File: src/core/lmc_map.vh
`ifndef LMC_MAP_VH
`define LMC_MAP_VH

// ==========================================================
// Register byte offsets (AXI4-Lite, one word each)
// ==========================================================
`define LMC_A_CTRL       8'h00
`define LMC_A_THR_OPEN   8'h04
`define LMC_A_THR_ONOFF  8'h08
`define LMC_A_THR_SHORT  8'h0c
`define LMC_A_FI_MASK    8'h10
`define LMC_A_IN_STATUS  8'h14
`define LMC_A_LINE_OK    8'h18
`define LMC_A_TEST_ON    8'h1c
`define LMC_A_TEST_OFF   8'h20
`define LMC_A_STAT       8'h24

// ==========================================================
// Field positions
// ==========================================================
`define LMC_CTRL_SCAN_EN 0
`define LMC_CTRL_TEST    1
`define LMC_STAT_BUSY    0
`define LMC_STAT_VALID   1
`define LMC_STAT_TDONE   2

// ==========================================================
// Reference levels, signed tenths of a volt; control and mask reset values
// ==========================================================
`define LMC_RST_THR_OPEN  16'h00c8
`define LMC_RST_THR_ONOFF 16'h0078
`define LMC_RST_THR_SHORT 16'h0028
`define LMC_REF_STUCK_ON  16'h0140
`define LMC_REF_STUCK_OFF 16'hffce
`define LMC_RST_CTRL      2'h1
`define LMC_RST_MASK      16'h0000

// ==========================================================
// Timing
// ==========================================================
`define LMC_CLK_NS        10
`define LMC_SETTLE_NS     1000
`define LMC_SETTLE_CYC    ((`LMC_SETTLE_NS + `LMC_CLK_NS - 1) / `LMC_CLK_NS)

// ==========================================================
// Bus responses
// ==========================================================
`define LMC_RESP_OKAY     2'h0
`define LMC_RESP_SLVERR   2'h2

`endif

File: src/core/lmc_classifier.v
// Notes on behaviour
// - Step reference through thresholds; support test levels
// - Four states: wire open, open, closed, short
// - Three thresholds writable, defaults 20/12/4 V
// - Same thresholds apply without monitor device fitted
// - Report on/off word and line-health word
// - Point one in bit zero, sixteen MSB
// - Health bit set healthy, cleared on open/short
// - Line faults raise no module fault output
// - Health bits follow line, never latch
// - Mask suppresses indicator only, monitoring continues
// - Masked indicator off; unhealthy unmasked indicator on
// - Status derived from three operating comparator readings
// - Contact indicator lit when closed or shorted
//
// Local design decisions: the register addresses and register access over AXI4-Lite.
`timescale 1ns/1ns
`include "lmc_map.vh"

module lmc_classifier (
    input  wire        aclk,
    input  wire        aresetn,
    input  wire        ce,
    // Comparator results from the field side, high when input above ref
    input  wire [15:0] cmp_above,
    // Reference level for the field DAC, signed tenths of a volt
    output reg  [15:0] ref_code_r,
    // Packed status words
    output reg  [15:0] in_status_r,
    output reg  [15:0] line_ok_r,
    // Front panel indicators
    output reg  [15:0] contact_led_r,
    output reg  [15:0] fault_led_r,
    // AXI4-Lite slave
    input  wire [7:0]  s_axi_awaddr,
    input  wire        s_axi_awvalid,
    output reg         s_axi_awready,
    input  wire [31:0] s_axi_wdata,
    input  wire [3:0]  s_axi_wstrb,
    input  wire        s_axi_wvalid,
    output reg         s_axi_wready,
    output reg  [1:0]  s_axi_bresp,
    output reg         s_axi_bvalid,
    input  wire        s_axi_bready,
    input  wire [7:0]  s_axi_araddr,
    input  wire        s_axi_arvalid,
    output reg         s_axi_arready,
    output reg  [31:0] s_axi_rdata,
    output reg  [1:0]  s_axi_rresp,
    output reg         s_axi_rvalid,
    input  wire        s_axi_rready
);

    // ==========================================================
    // Constants
    // ==========================================================
    localparam [2:0]  ST_IDLE   = 3'b001;         // Waiting for scan enable
    localparam [2:0]  ST_SETTLE = 3'b010;         // Reference settling
    localparam [2:0]  ST_SAMPLE = 3'b100;         // Capture comparators
    localparam [2:0]  LV_OPEN   = 3'd0;           // Open circuit level
    localparam [2:0]  LV_ONOFF  = 3'd1;           // On/off level
    localparam [2:0]  LV_SHORT  = 3'd2;           // Short circuit level
    localparam [2:0]  LV_TON    = 3'd3;           // Stuck-on test level
    localparam [2:0]  LV_TOFF   = 3'd4;           // Stuck-off test level
    localparam [11:0] SETTLE_CYC = `LMC_SETTLE_CYC;

    // ==========================================================
    // State
    // ==========================================================
    reg  [15:0] sync1_r;                          // Synchroniser stage 1
    reg  [15:0] sync2_r;                          // Synchroniser stage 2
    reg  [15:0] sync3_r;                          // Synchroniser stage 3
    reg  [15:0] cmp_r;                            // Filtered comparator bits
    reg  [1:0]  ctrl_r;                           // Scan enable, test request
    reg  [15:0] thr_open_r;                       // Open threshold
    reg  [15:0] thr_onoff_r;                      // On/off threshold
    reg  [15:0] thr_short_r;                      // Short threshold
    reg  [15:0] mask_r;                           // Fault indicator mask
    reg  [15:0] test_on_r;                        // Readings at stuck-on level
    reg  [15:0] test_off_r;                       // Readings at stuck-off level
    reg         valid_r;                          // A full set was committed
    reg         tdone_r;                          // Sticky test-cycle done
    reg  [2:0]  state_r;                          // Sequencer state
    reg  [2:0]  lvl_r;                            // Current reference level
    reg  [11:0] cnt_r;                            // Settle counter
    reg  [15:0] rd_open_r;                        // Reading at open level
    reg  [15:0] rd_onoff_r;                       // Reading at on/off level
    reg         test_run_r;                       // Test levels in this pass
    reg  [7:0]  awaddr_r;                         // Held write address
    reg  [31:0] wdata_r;                          // Held write data
    reg  [3:0]  wstrb_r;                          // Held write strobes
    reg         aw_got_r;                         // Write address taken
    reg         w_got_r;                          // Write data taken

    wire [15:0] healthy;                          // Between short and open
    wire [15:0] closed;                           // Below on/off threshold
    wire        do_write;                         // Both halves of write held
    wire        tdone_set;                        // Test pass finishing
    wire        end_set;                          // Operating set finishing

    // ==========================================================
    // Byte-lane merge for writable words
    // ==========================================================
    function [15:0] lmc_merge;
        input [15:0] old_v;
        input [31:0] new_v;
        input [3:0]  strb;
        integer i;
        begin
            lmc_merge = old_v;
            for (i = 0; i < 2; i = i + 1) begin
                if (strb[i]) begin
                    lmc_merge[i*8 +: 8] = new_v[i*8 +: 8];
                end
            end
        end
    endfunction

    // ==========================================================
    // Comparator input synchronisers, one per point
    // ==========================================================
    genvar g;
    generate
        for (g = 0; g < 16; g = g + 1) begin : g_pt
            // Stage 1 is read only by stage 2; bit counts once 2 and 3 agree
            always @(posedge aclk) begin
                if (!aresetn) begin
                    sync1_r[g] <= 1'b0;
                    sync2_r[g] <= 1'b0;
                    sync3_r[g] <= 1'b0;
                    cmp_r[g]   <= 1'b0;
                end else if (ce) begin
                    sync1_r[g] <= cmp_above[g];
                    sync2_r[g] <= sync1_r[g];
                    sync3_r[g] <= sync2_r[g];
                    if (sync2_r[g] == sync3_r[g]) begin
                        cmp_r[g] <= sync3_r[g];
                    end
                end
            end
        end
    endgenerate

    // ==========================================================
    // Classification from the three operating readings
    // ==========================================================
    // Healthy only above short and not above open; same with or
    // without a monitor device, which simply reads open or short
    assign healthy = cmp_r & ~rd_open_r;          // cmp_r holds short reading here
    assign closed  = ~rd_onoff_r;                 // Below on/off means closed
    assign end_set = (state_r == ST_SAMPLE) && (lvl_r == LV_SHORT);
    assign tdone_set = (state_r == ST_SAMPLE) && (lvl_r == LV_TOFF);

    // ==========================================================
    // Reference sequencer
    // ==========================================================
    // Steps open, on/off, short, then optionally the two test levels.
    // Settling covers DAC slew and the synchroniser depth.
    always @(posedge aclk) begin
        if (!aresetn) begin
            state_r     <= ST_IDLE;
            lvl_r       <= LV_OPEN;
            cnt_r       <= 12'h000;
            ref_code_r  <= `LMC_RST_THR_OPEN;
            rd_open_r   <= 16'h0000;
            rd_onoff_r  <= 16'h0000;
            test_on_r   <= 16'h0000;
            test_off_r  <= 16'h0000;
            test_run_r  <= 1'b0;
        end else if (ce) begin
            case (state_r)
                ST_IDLE: begin
                    // Start a pass at the open level
                    if (ctrl_r[`LMC_CTRL_SCAN_EN]) begin
                        lvl_r      <= LV_OPEN;
                        ref_code_r <= thr_open_r;
                        cnt_r      <= SETTLE_CYC;
                        test_run_r <= ctrl_r[`LMC_CTRL_TEST];
                        state_r    <= ST_SETTLE;
                    end
                end
                ST_SETTLE: begin
                    // Wait for reference and inputs to settle
                    if (cnt_r <= 12'h001) begin
                        state_r <= ST_SAMPLE;
                    end else begin
                        cnt_r <= cnt_r - 12'h001;
                    end
                end
                ST_SAMPLE: begin
                    // Capture and pick the next level
                    cnt_r   <= SETTLE_CYC;
                    state_r <= ST_SETTLE;
                    case (lvl_r)
                        LV_OPEN: begin
                            rd_open_r  <= cmp_r;
                            lvl_r      <= LV_ONOFF;
                            ref_code_r <= thr_onoff_r;
                        end
                        LV_ONOFF: begin
                            rd_onoff_r <= cmp_r;
                            lvl_r      <= LV_SHORT;
                            ref_code_r <= thr_short_r;
                        end
                        LV_SHORT: begin
                            if (test_run_r) begin
                                lvl_r      <= LV_TON;
                                ref_code_r <= `LMC_REF_STUCK_ON;
                            end else begin
                                state_r <= ST_IDLE;
                            end
                        end
                        LV_TON: begin
                            test_on_r  <= cmp_r;
                            lvl_r      <= LV_TOFF;
                            ref_code_r <= `LMC_REF_STUCK_OFF;
                        end
                        LV_TOFF: begin
                            test_off_r <= cmp_r;
                            state_r    <= ST_IDLE;
                        end
                        default: begin
                            state_r <= ST_IDLE;
                        end
                    endcase
                end
                default: begin
                    state_r <= ST_IDLE;
                end
            endcase
        end
    end

    // ==========================================================
    // Status words and indicators
    // ==========================================================
    // Commit only at the end of a full operating set, so on/off and
    // health always come from the same pass. No latching: each pass
    // overwrites. Faults go nowhere but these bits.
    always @(posedge aclk) begin
        if (!aresetn) begin
            in_status_r   <= 16'h0000;
            line_ok_r     <= 16'h0000;
            contact_led_r <= 16'h0000;
            fault_led_r   <= 16'h0000;
            valid_r       <= 1'b0;
        end else if (ce) begin
            if (end_set) begin
                in_status_r   <= closed;                   // Bit 0 is point one
                line_ok_r     <= healthy;                  // Set while healthy
                contact_led_r <= closed;                   // Closed or shorted
                valid_r       <= 1'b1;
            end
            // Mask gates only the lamp; health bit unaffected
            fault_led_r <= ~(end_set ? healthy : line_ok_r) & ~mask_r;
        end
    end

    // ==========================================================
    // AXI4-Lite write channel
    // ==========================================================
    assign do_write = aw_got_r && w_got_r && !s_axi_bvalid;

    // Address and data taken in either order; response after both
    always @(posedge aclk) begin
        if (!aresetn) begin
            s_axi_awready <= 1'b1;
            s_axi_wready  <= 1'b1;
            s_axi_bvalid  <= 1'b0;
            s_axi_bresp   <= `LMC_RESP_OKAY;
            aw_got_r      <= 1'b0;
            w_got_r       <= 1'b0;
            awaddr_r      <= 8'h00;
            wdata_r       <= 32'h00000000;
            wstrb_r       <= 4'h0;
            ctrl_r        <= `LMC_RST_CTRL;
            thr_open_r    <= `LMC_RST_THR_OPEN;
            thr_onoff_r   <= `LMC_RST_THR_ONOFF;
            thr_short_r   <= `LMC_RST_THR_SHORT;
            mask_r        <= `LMC_RST_MASK;
            tdone_r       <= 1'b0;
        end else if (ce) begin
            if (s_axi_awvalid && s_axi_awready) begin
                awaddr_r      <= s_axi_awaddr;
                aw_got_r      <= 1'b1;
                s_axi_awready <= 1'b0;
            end
            if (s_axi_wvalid && s_axi_wready) begin
                wdata_r      <= s_axi_wdata;
                wstrb_r      <= s_axi_wstrb;
                w_got_r      <= 1'b1;
                s_axi_wready <= 1'b0;
            end
            // Test request clears itself once the pass has picked it up
            if ((state_r == ST_IDLE) && ctrl_r[`LMC_CTRL_SCAN_EN]) begin
                ctrl_r[`LMC_CTRL_TEST] <= 1'b0;
            end
            // Sticky test done; set below overrides a clear
            if (do_write) begin
                aw_got_r     <= 1'b0;
                w_got_r      <= 1'b0;
                s_axi_bvalid <= 1'b1;
                s_axi_bresp  <= `LMC_RESP_OKAY;
                case (awaddr_r[7:2])
                    `LMC_A_CTRL >> 2: begin
                        if (wstrb_r[0]) begin
                            ctrl_r <= wdata_r[1:0];
                        end
                    end
                    `LMC_A_THR_OPEN >> 2: begin
                        thr_open_r <= lmc_merge(thr_open_r, wdata_r, wstrb_r);
                    end
                    `LMC_A_THR_ONOFF >> 2: begin
                        thr_onoff_r <= lmc_merge(thr_onoff_r, wdata_r, wstrb_r);
                    end
                    `LMC_A_THR_SHORT >> 2: begin
                        thr_short_r <= lmc_merge(thr_short_r, wdata_r, wstrb_r);
                    end
                    `LMC_A_FI_MASK >> 2: begin
                        mask_r <= lmc_merge(mask_r, wdata_r, wstrb_r);
                    end
                    `LMC_A_STAT >> 2: begin
                        if (wstrb_r[0] && wdata_r[`LMC_STAT_TDONE]) begin
                            tdone_r <= 1'b0;
                        end
                    end
                    // Read-only words accept and ignore the write
                    `LMC_A_IN_STATUS >> 2, `LMC_A_LINE_OK >> 2,
                    `LMC_A_TEST_ON >> 2, `LMC_A_TEST_OFF >> 2: begin
                        s_axi_bresp <= `LMC_RESP_OKAY;
                    end
                    default: begin
                        s_axi_bresp <= `LMC_RESP_SLVERR;
                    end
                endcase
            end
            if (tdone_set) begin
                tdone_r <= 1'b1;
            end
            if (s_axi_bvalid && s_axi_bready) begin
                s_axi_bvalid  <= 1'b0;
                s_axi_awready <= 1'b1;
                s_axi_wready  <= 1'b1;
            end
        end
    end

    // ==========================================================
    // AXI4-Lite read channel
    // ==========================================================
    // Status words read as sign-extended 16-bit integers
    always @(posedge aclk) begin
        if (!aresetn) begin
            s_axi_arready <= 1'b1;
            s_axi_rvalid  <= 1'b0;
            s_axi_rdata   <= 32'h00000000;
            s_axi_rresp   <= `LMC_RESP_OKAY;
        end else if (ce) begin
            if (s_axi_arvalid && s_axi_arready) begin
                s_axi_arready <= 1'b0;
                s_axi_rvalid  <= 1'b1;
                s_axi_rresp   <= `LMC_RESP_OKAY;
                case (s_axi_araddr[7:2])
                    `LMC_A_CTRL >> 2:      s_axi_rdata <= {30'h00000000, ctrl_r};
                    `LMC_A_THR_OPEN >> 2:  s_axi_rdata <= {16'h0000, thr_open_r};
                    `LMC_A_THR_ONOFF >> 2: s_axi_rdata <= {16'h0000, thr_onoff_r};
                    `LMC_A_THR_SHORT >> 2: s_axi_rdata <= {16'h0000, thr_short_r};
                    `LMC_A_FI_MASK >> 2:   s_axi_rdata <= {16'h0000, mask_r};
                    `LMC_A_IN_STATUS >> 2: s_axi_rdata <= {{16{in_status_r[15]}},
                                                           in_status_r};
                    `LMC_A_LINE_OK >> 2:   s_axi_rdata <= {{16{line_ok_r[15]}},
                                                           line_ok_r};
                    `LMC_A_TEST_ON >> 2:   s_axi_rdata <= {16'h0000, test_on_r};
                    `LMC_A_TEST_OFF >> 2:  s_axi_rdata <= {16'h0000, test_off_r};
                    `LMC_A_STAT >> 2:      s_axi_rdata <= {29'h00000000, tdone_r,
                                                           valid_r,
                                                           (state_r != ST_IDLE)};
                    default: begin
                        s_axi_rdata <= 32'h00000000;
                        s_axi_rresp <= `LMC_RESP_SLVERR;
                    end
                endcase
            end
            if (s_axi_rvalid && s_axi_rready) begin
                s_axi_rvalid  <= 1'b0;
                s_axi_arready <= 1'b1;
            end
        end
    end

endmodule // lmc_classifier

File: config.mk
export PLATFORM = sky130hd
export DESIGN_NAME = lmc_classifier
export DESIGN_NICKNAME = d
export VERILOG_FILES = /design/src/core/lmc_classifier.v
export VERILOG_INCLUDE_DIRS = /design/src /design/src/core
export SDC_FILE = /design/constraint.sdc
export NUM_CORES = 1
export LEC_CHECK = 0
export ABC_CLOCK_PERIOD_IN_PS = 5700
export CAP_MARGIN = 20
export CELL_PAD_IN_SITES_DETAIL_PLACEMENT = 1
export CELL_PAD_IN_SITES_GLOBAL_PLACEMENT = 1
export CORE_MARGIN = 8
export CORE_UTILIZATION = 50
export DETAILED_ROUTE_END_ITERATION = 6
export DONT_BUFFER_PORTS = 1
export PLACE_DENSITY_LB_ADDON = 0.1
export SLEW_MARGIN = 20
export SYNTH_ARGS = -nofsm -noshare
export SYNTH_HDL_FRONTEND = slang
export SYNTH_SLANG_ARGS = --single-unit
export TNS_END_PERCENT = 10
File: constraint.sdc
create_clock -name aclk -period 5.7 [get_ports aclk]
set_input_delay 0.57 -clock aclk [delete_from_list [all_inputs] [get_ports aclk]]
set_output_delay 0.57 -clock aclk [all_outputs]
set_load 0.005 [all_outputs]
## Word-level counts from Yosys, hierarchy flattened

Index checks and enable logic that the tools add are counted.
Widths: inputs -> output; s select.

- $add $sub $neg: 1
- $lt $le $gt $ge: 1
- Equality and inequality tests: 47
- Mux-type cells: 42
- Bitwise operators: 6
- Reduce and logical (&&, ||, !) cells: 74

Operators with widths:

| kind | number |
|---|---|
| $pmux 32 s10 | 1 |
| $not 16->16 | 4 |
| $pmux 16 s4 | 1 |
| $reduce_and 2->1 | 27 |
| $eq 6x3->1 const B | 8 |
| $mux 16 | 3 |
| $reduce_and 4->1 | 11 |
| $pmux 12 s3 | 1 |
| $and 16x16->16 | 2 |
| $pmux 16 s2 | 1 |
| $eq 6x2->1 const B | 4 |
| $eq 6x4->1 const B | 4 |
| $mux 12 | 2 |
| $reduce_bool 2->1 | 10 |
| $reduce_or 10->1 | 2 |
| $mux 1 | 19 |
| $reduce_and 3->1 | 6 |
| $eq 1x1->1 | 16 |
| $eq 6x1->1 const B | 2 |
| $le 12x1->1 const B | 1 |
| $logic_not 6->1 | 2 |
| $mux 2 | 6 |
| $mux 3 | 4 |
| $pmux 3 s4 | 1 |
| 17 further kinds | 33 |

- Flip-flop bits (word level): 348
- Input bits: 76
- Logic and storage cells: 272

## Logic depth before layout (Yosys ltp)

- Depth in word-level cells: 6
- Depth in mapped cells: 9
- Depth with buffers taken out: 7

## Worst setup path before layout

Ideal clock, no wire load.

- Kind: input port to flip-flop
- Start: in s_axi_araddr[3]
- End: reg s_axi_rdata[13]
- Data arrival time: 2083 ps
- Data required time: 5626 ps
- Setup slack: 3543 ps
- Stages on the path: 6
- Path buffers: 1
- Cell sequence: or4b_2 nor3_2 buf_2 o2bb2ai_1 a221oi_1 o21ai_0

- Longest elaborated chain between the ends: 2
- Elaborated cells on any way between the ends: 11

RTL lines:

| element | line | RTL |
|---|---|---|
| from (decl) | lmc_classifier.v:45 | `input wire [7:0] s_axi_araddr,` |
| $eq 6x4->1, or another cell as far along | lmc_classifier.v:363 | `case (s_axi_araddr[7:2])` |
| $pmux 32 s10 * | lmc_classifier.v:363 |  |
| to (signal assigned) | lmc_classifier.v:364 | `` `LMC_A_CTRL >> 2: s_axi_rdata <= {30'h00000000, ctrl_r}; `` |
| to (signal assigned) | lmc_classifier.v:365 | `` `LMC_A_THR_OPEN >> 2: s_axi_rdata <= {16'h0000, thr_open_r}; `` |
| to (signal assigned) | lmc_classifier.v:366 | `` `LMC_A_THR_ONOFF >> 2: s_axi_rdata <= {16'h0000, thr_onoff_r}; `` |
| to (decl) | lmc_classifier.v:48 | `output reg [31:0] s_axi_rdata,` |

Mark *: on every way between the ends. The rest lies on a longest branch, timed or not.
A chain may end at the register's enable or synchronous reset.

## Worst setup path in the final report

- Start: reg lvl_r[1]
- End: reg line_ok_r[8]

- Longest elaborated chain between the ends: 3

RTL lines:

| element | line | RTL |
|---|---|---|
| from (decl) | lmc_classifier.v:84 | `reg [2:0] lvl_r;` |
| from (signal assigned) | lmc_classifier.v:162 | `lvl_r <= LV_OPEN;` |
| from (signal assigned) | lmc_classifier.v:175 | `lvl_r <= LV_OPEN;` |
| from (signal assigned) | lmc_classifier.v:197 | `lvl_r <= LV_ONOFF;` |
| $eq 3x2->1 | lmc_classifier.v:151 | `assign end_set = (state_r == ST_SAMPLE) && (lvl_r == LV_SHORT);` |
| $logic_and 1x1->1 | lmc_classifier.v:151 |  |
| $mux 16 | - |  |
| to (signal assigned) | lmc_classifier.v:250 | `line_ok_r <= healthy;` |
| to (decl) | lmc_classifier.v:30 | `output reg [15:0] line_ok_r,` |

No other way between the ends.

==> metrics.yaml <==
portBuffers: 0
leakage_nw: 6.10
wl_um: 42200
ys_async_sr_fraction_pct: 0
fin_nets: 1550
hpwl_um: 29300
finalHoldViolations: 0
ys_seq_area_share_pct: 45.0
synth_edf_count: 0
nFillCells: 3217
final_cell_mix: "329 x dfxtp_1, 211 x nand2_1, 180 x nor2b_1, 172 x mux2i_1, 86 x a21boi_0"
drtIter0Drc: 854
drc: 1
clock_power_share_pct: 47.8
crit_required_ns: 6.12
drt-pass1-iter-count: 7
worstHoldStart: "aresetn"
overflow: 0
dominantRegCellSynth: "dfxtp_1"
cp-end-kind: "register"
fin_crit_sh_pct: 51.7
hold_class: "input port to register"
antenna_found_initial: 0
violations: "DRC"
cts_resized: 0
r2r_cells: 6
switchingPower_w: 0.00109
start_util_pct: 50.8
gp_congestion: 0.860
whs_path_depth: 1
routedWlPerCell_um: 22.4
fp.dieArea_um2: 35000
grt_pass1_wl_um: 66300
cts_tree: "yes"
holdBufCountCts: 0
final_common_cell: "dfxtp_1"
cts-buffers-inserted: 37
reg2reg_from: "lvl_r[1]"
cts_sinks: 329
powerDensity_nw_per_um2: 317
final_util_pct: 54.7
fp.dieH_um: 187
setup_viol: 0
status: "finished, violations left"
slowest_delay_ns: 0.94
synthCells: 1559
grt_util_all_layers_pct: 23.4
period_minus_slack_ns: 2.95
cp-start-kind: "register"
route.vias.total: 11100
cap_violations: 0
switching_share_pct: 21.8
clockBufferDepth: 3
grt_pass1_vias: 11300
peakVddDrop_mv: 0.213
syn_to_final_growth_pct: 7.75
crit_fanout: 31
slowest_stage: "dfxtp_1"
layout-drive-gt1-share_pct: 6.54
cp_cell_sequence: "nand2b_4 -> or4_4 -> nor2_4 -> buf_12 -> nand2_1 -> a21boi_0"
tightest_slew_ns: 1.12
post_cts_buffers: 0
path_clk_slew_ns: 0.06
power_frac_comb_pct: 4.1
core_um2: 28800
maxSlewHeadroom_pct: 25.1
clock_latency_ns: 0.53
cts_max_level: 2
netlist_area_um2: 14600
synth.distinct_cells: 74
clock_skew_ns: 0.0224
grt_max_degree: 313
whs_endpoint: "thr_onoff_r[6]"
diodes: 0
die_w_um: 187
fmaxAchievable_ghz: 0.339
fin_setup_tns_ns: 0
synth.avg_cell_area_um2: 9.38
final_cells: 1882
p_int_w: 0.00391
slew_violations: 0
row_count: 62
ant_nets: 0
ys_ff_latch: 329
ios: 197
arrival_ns: 3.36
r2r_end: "line_ok_r[8]"
synth.yosys.warnings: 0
p_seq_share_pct: 48.1
r2r_setup_slack_ns: 2.75
clockRootBuffer: "clkbuf_16"
path_class: "register to register"
rsz0062_at_grt: "false"
vias_per_cell: 5.92
dp_cells: 1816
worst max-delay path by stage:
stage / slack (ns) / startpoint / end
after floorplan: 3.54 / s_axi_araddr[3] / s_axi_rdata[13]
after global placement: 2.68 / lvl_r[1] / contact_led_r[14]
after detailed placement: 2.60 / lvl_r[1] / contact_led_r[8]
after CTS: 2.45 / lvl_r[1] / line_ok_r[8]
after global routing: 2.67 / lvl_r[1] / line_ok_r[8]
final: 2.75 / lvl_r[1] / line_ok_r[8]
critical path, delay by kind of cell, from the launching register on:
kind,cells,cell delay (ns)
flip-flops,1,0.94
AND/OR/NAND/NOR,4,1.38
AO/OA/AOI/OAI,1,0.23
buffers and inverters,1,0.25
state kept, by name, summed over array words and instances (netlist names), 6 cells and up:
signal	flops
s_axi_rdata	17
cmp_r	16
contact_led_r	16
fault_led_r	16
line_ok_r	16
mask_r	16
rd_onoff_r	16
rd_open_r	16
ref_code_r	16
sync1_r	16
sync2_r	16
sync3_r	16
test_off_r	16
test_on_r	16
thr_onoff_r	16
thr_open_r	16
thr_short_r	16
wdata_r	16
cnt_r	12
awaddr_r	6
layout make-up:
class	count	area, um^2	share of cell area [%]
repair buffers	9	80.1	0.508
clock inverters	7	88.8	0.564
clock buffers	58	1140	7.22
multi-input cells	1088	7360	46.7
well taps	384	480	3.05
inverters	7	26.3	0.167
flip-flops and latches	329	6590	41.8
synthesized netlist by cell type, types with 4 or more instances:
library cell | instances | share of area (%)
mux2i_1 | 172 | 12
a21boi_1 | 14 | 0.72
nand4_1 | 13 | 0.56
nor2b_1 | 180 | 7.7
o211a_1 | 19 | 1.3
o21ai_0 | 74 | 2.5
xnor2_1 | 4 | 0.24
nand3_1 | 31 | 1.1
nor3_1 | 7 | 0.24
o21a_1 | 4 | 0.21
o2bb2ai_1 | 10 | 0.60
a31oi_1 | 4 | 0.17
a22oi_1 | 21 | 1.1
inv_1 | 6 | 0.15
mux2_4 | 9 | 0.92
a21oi_1 | 25 | 0.86
or3_1 | 19 | 0.81
nand2b_1 | 9 | 0.39
and3_1 | 8 | 0.34
clkbuf_1 | 75 | 1.9
a22o_1 | 10 | 0.60
o211ai_1 | 4 | 0.21
nand2_1 | 211 | 5.4
and2_1 | 8 | 0.34
buf_1 | 5 | 0.13
a21boi_0 | 86 | 4.4
mux2_2 | 8 | 0.62
dfxtp_1 | 329 | 45
buf_2 | 19 | 0.65
xor2_1 | 4 | 0.24
buf_4 | 34 | 1.7
a21o_1 | 19 | 0.98
a2bb2oi_1 | 4 | 0.24
nor4_1 | 8 | 0.34
a221oi_1 | 9 | 0.54
nor2_1 | 32 | 0.82
power by group through the flow:
stage | clock (W) | combinational, W | sequential [W]
after floorplan | 0 | 0.000218 | 0.00243
after global placement | 0 | 0.000198 | 0.00245
after detailed placement | 0 | 0.000204 | 0.00245
after CTS | 0.00243 | 0.000206 | 0.00240
after global routing | 0.00253 | 0.000227 | 0.00241
final | 0.00239 | 0.000205 | 0.00240
routing by layer:
| metal | vias to the layer above | global-route usage [%] | wire [um] |
|---|---|---|---|
| met3 | 67 | 5.18 | 2740 |
| met4 | 0 | 7.21 | 1150 |
| met1 | 5510 | 30.7 | 18900 |
| li1 | 5254 | - | - |
| met2 | 313 | 37.9 | 19300 |
| met5 | - | 0 | 0 |
per-stage QoR:
step	hold slack [ns]	total power [W]	setup WS, ns	instance area, um^2
floorplan	0.432	0.00265	3.54	14600
global placement	0.442	0.00265	2.68	14500
detailed placement	0.449	0.00266	2.60	14500
CTS	0.132	0.00504	2.45	15700
global route	0.192	0.00517	2.67	15800
finish	0.182	0.00500	2.75	15800
cells by family after synthesis:
| family | Yosys count | synth area share [%] |
|---|---|---|
| AO/OA/AOI/OAI | 333 | 16.2 |
| XOR/XNOR | 8 | 0.479 |
| adder cells (fa/ha/maj) | 2 | 0.171 |
| buffers and inverters | 143 | 4.86 |
| flip-flops | 329 | 45.0 |
| multiplexers | 189 | 13.3 |
| other | 1 | 0.0256 |
| AND/OR/NAND/NOR | 554 | 19.9 |
Power figures use the tool's default switching activity.
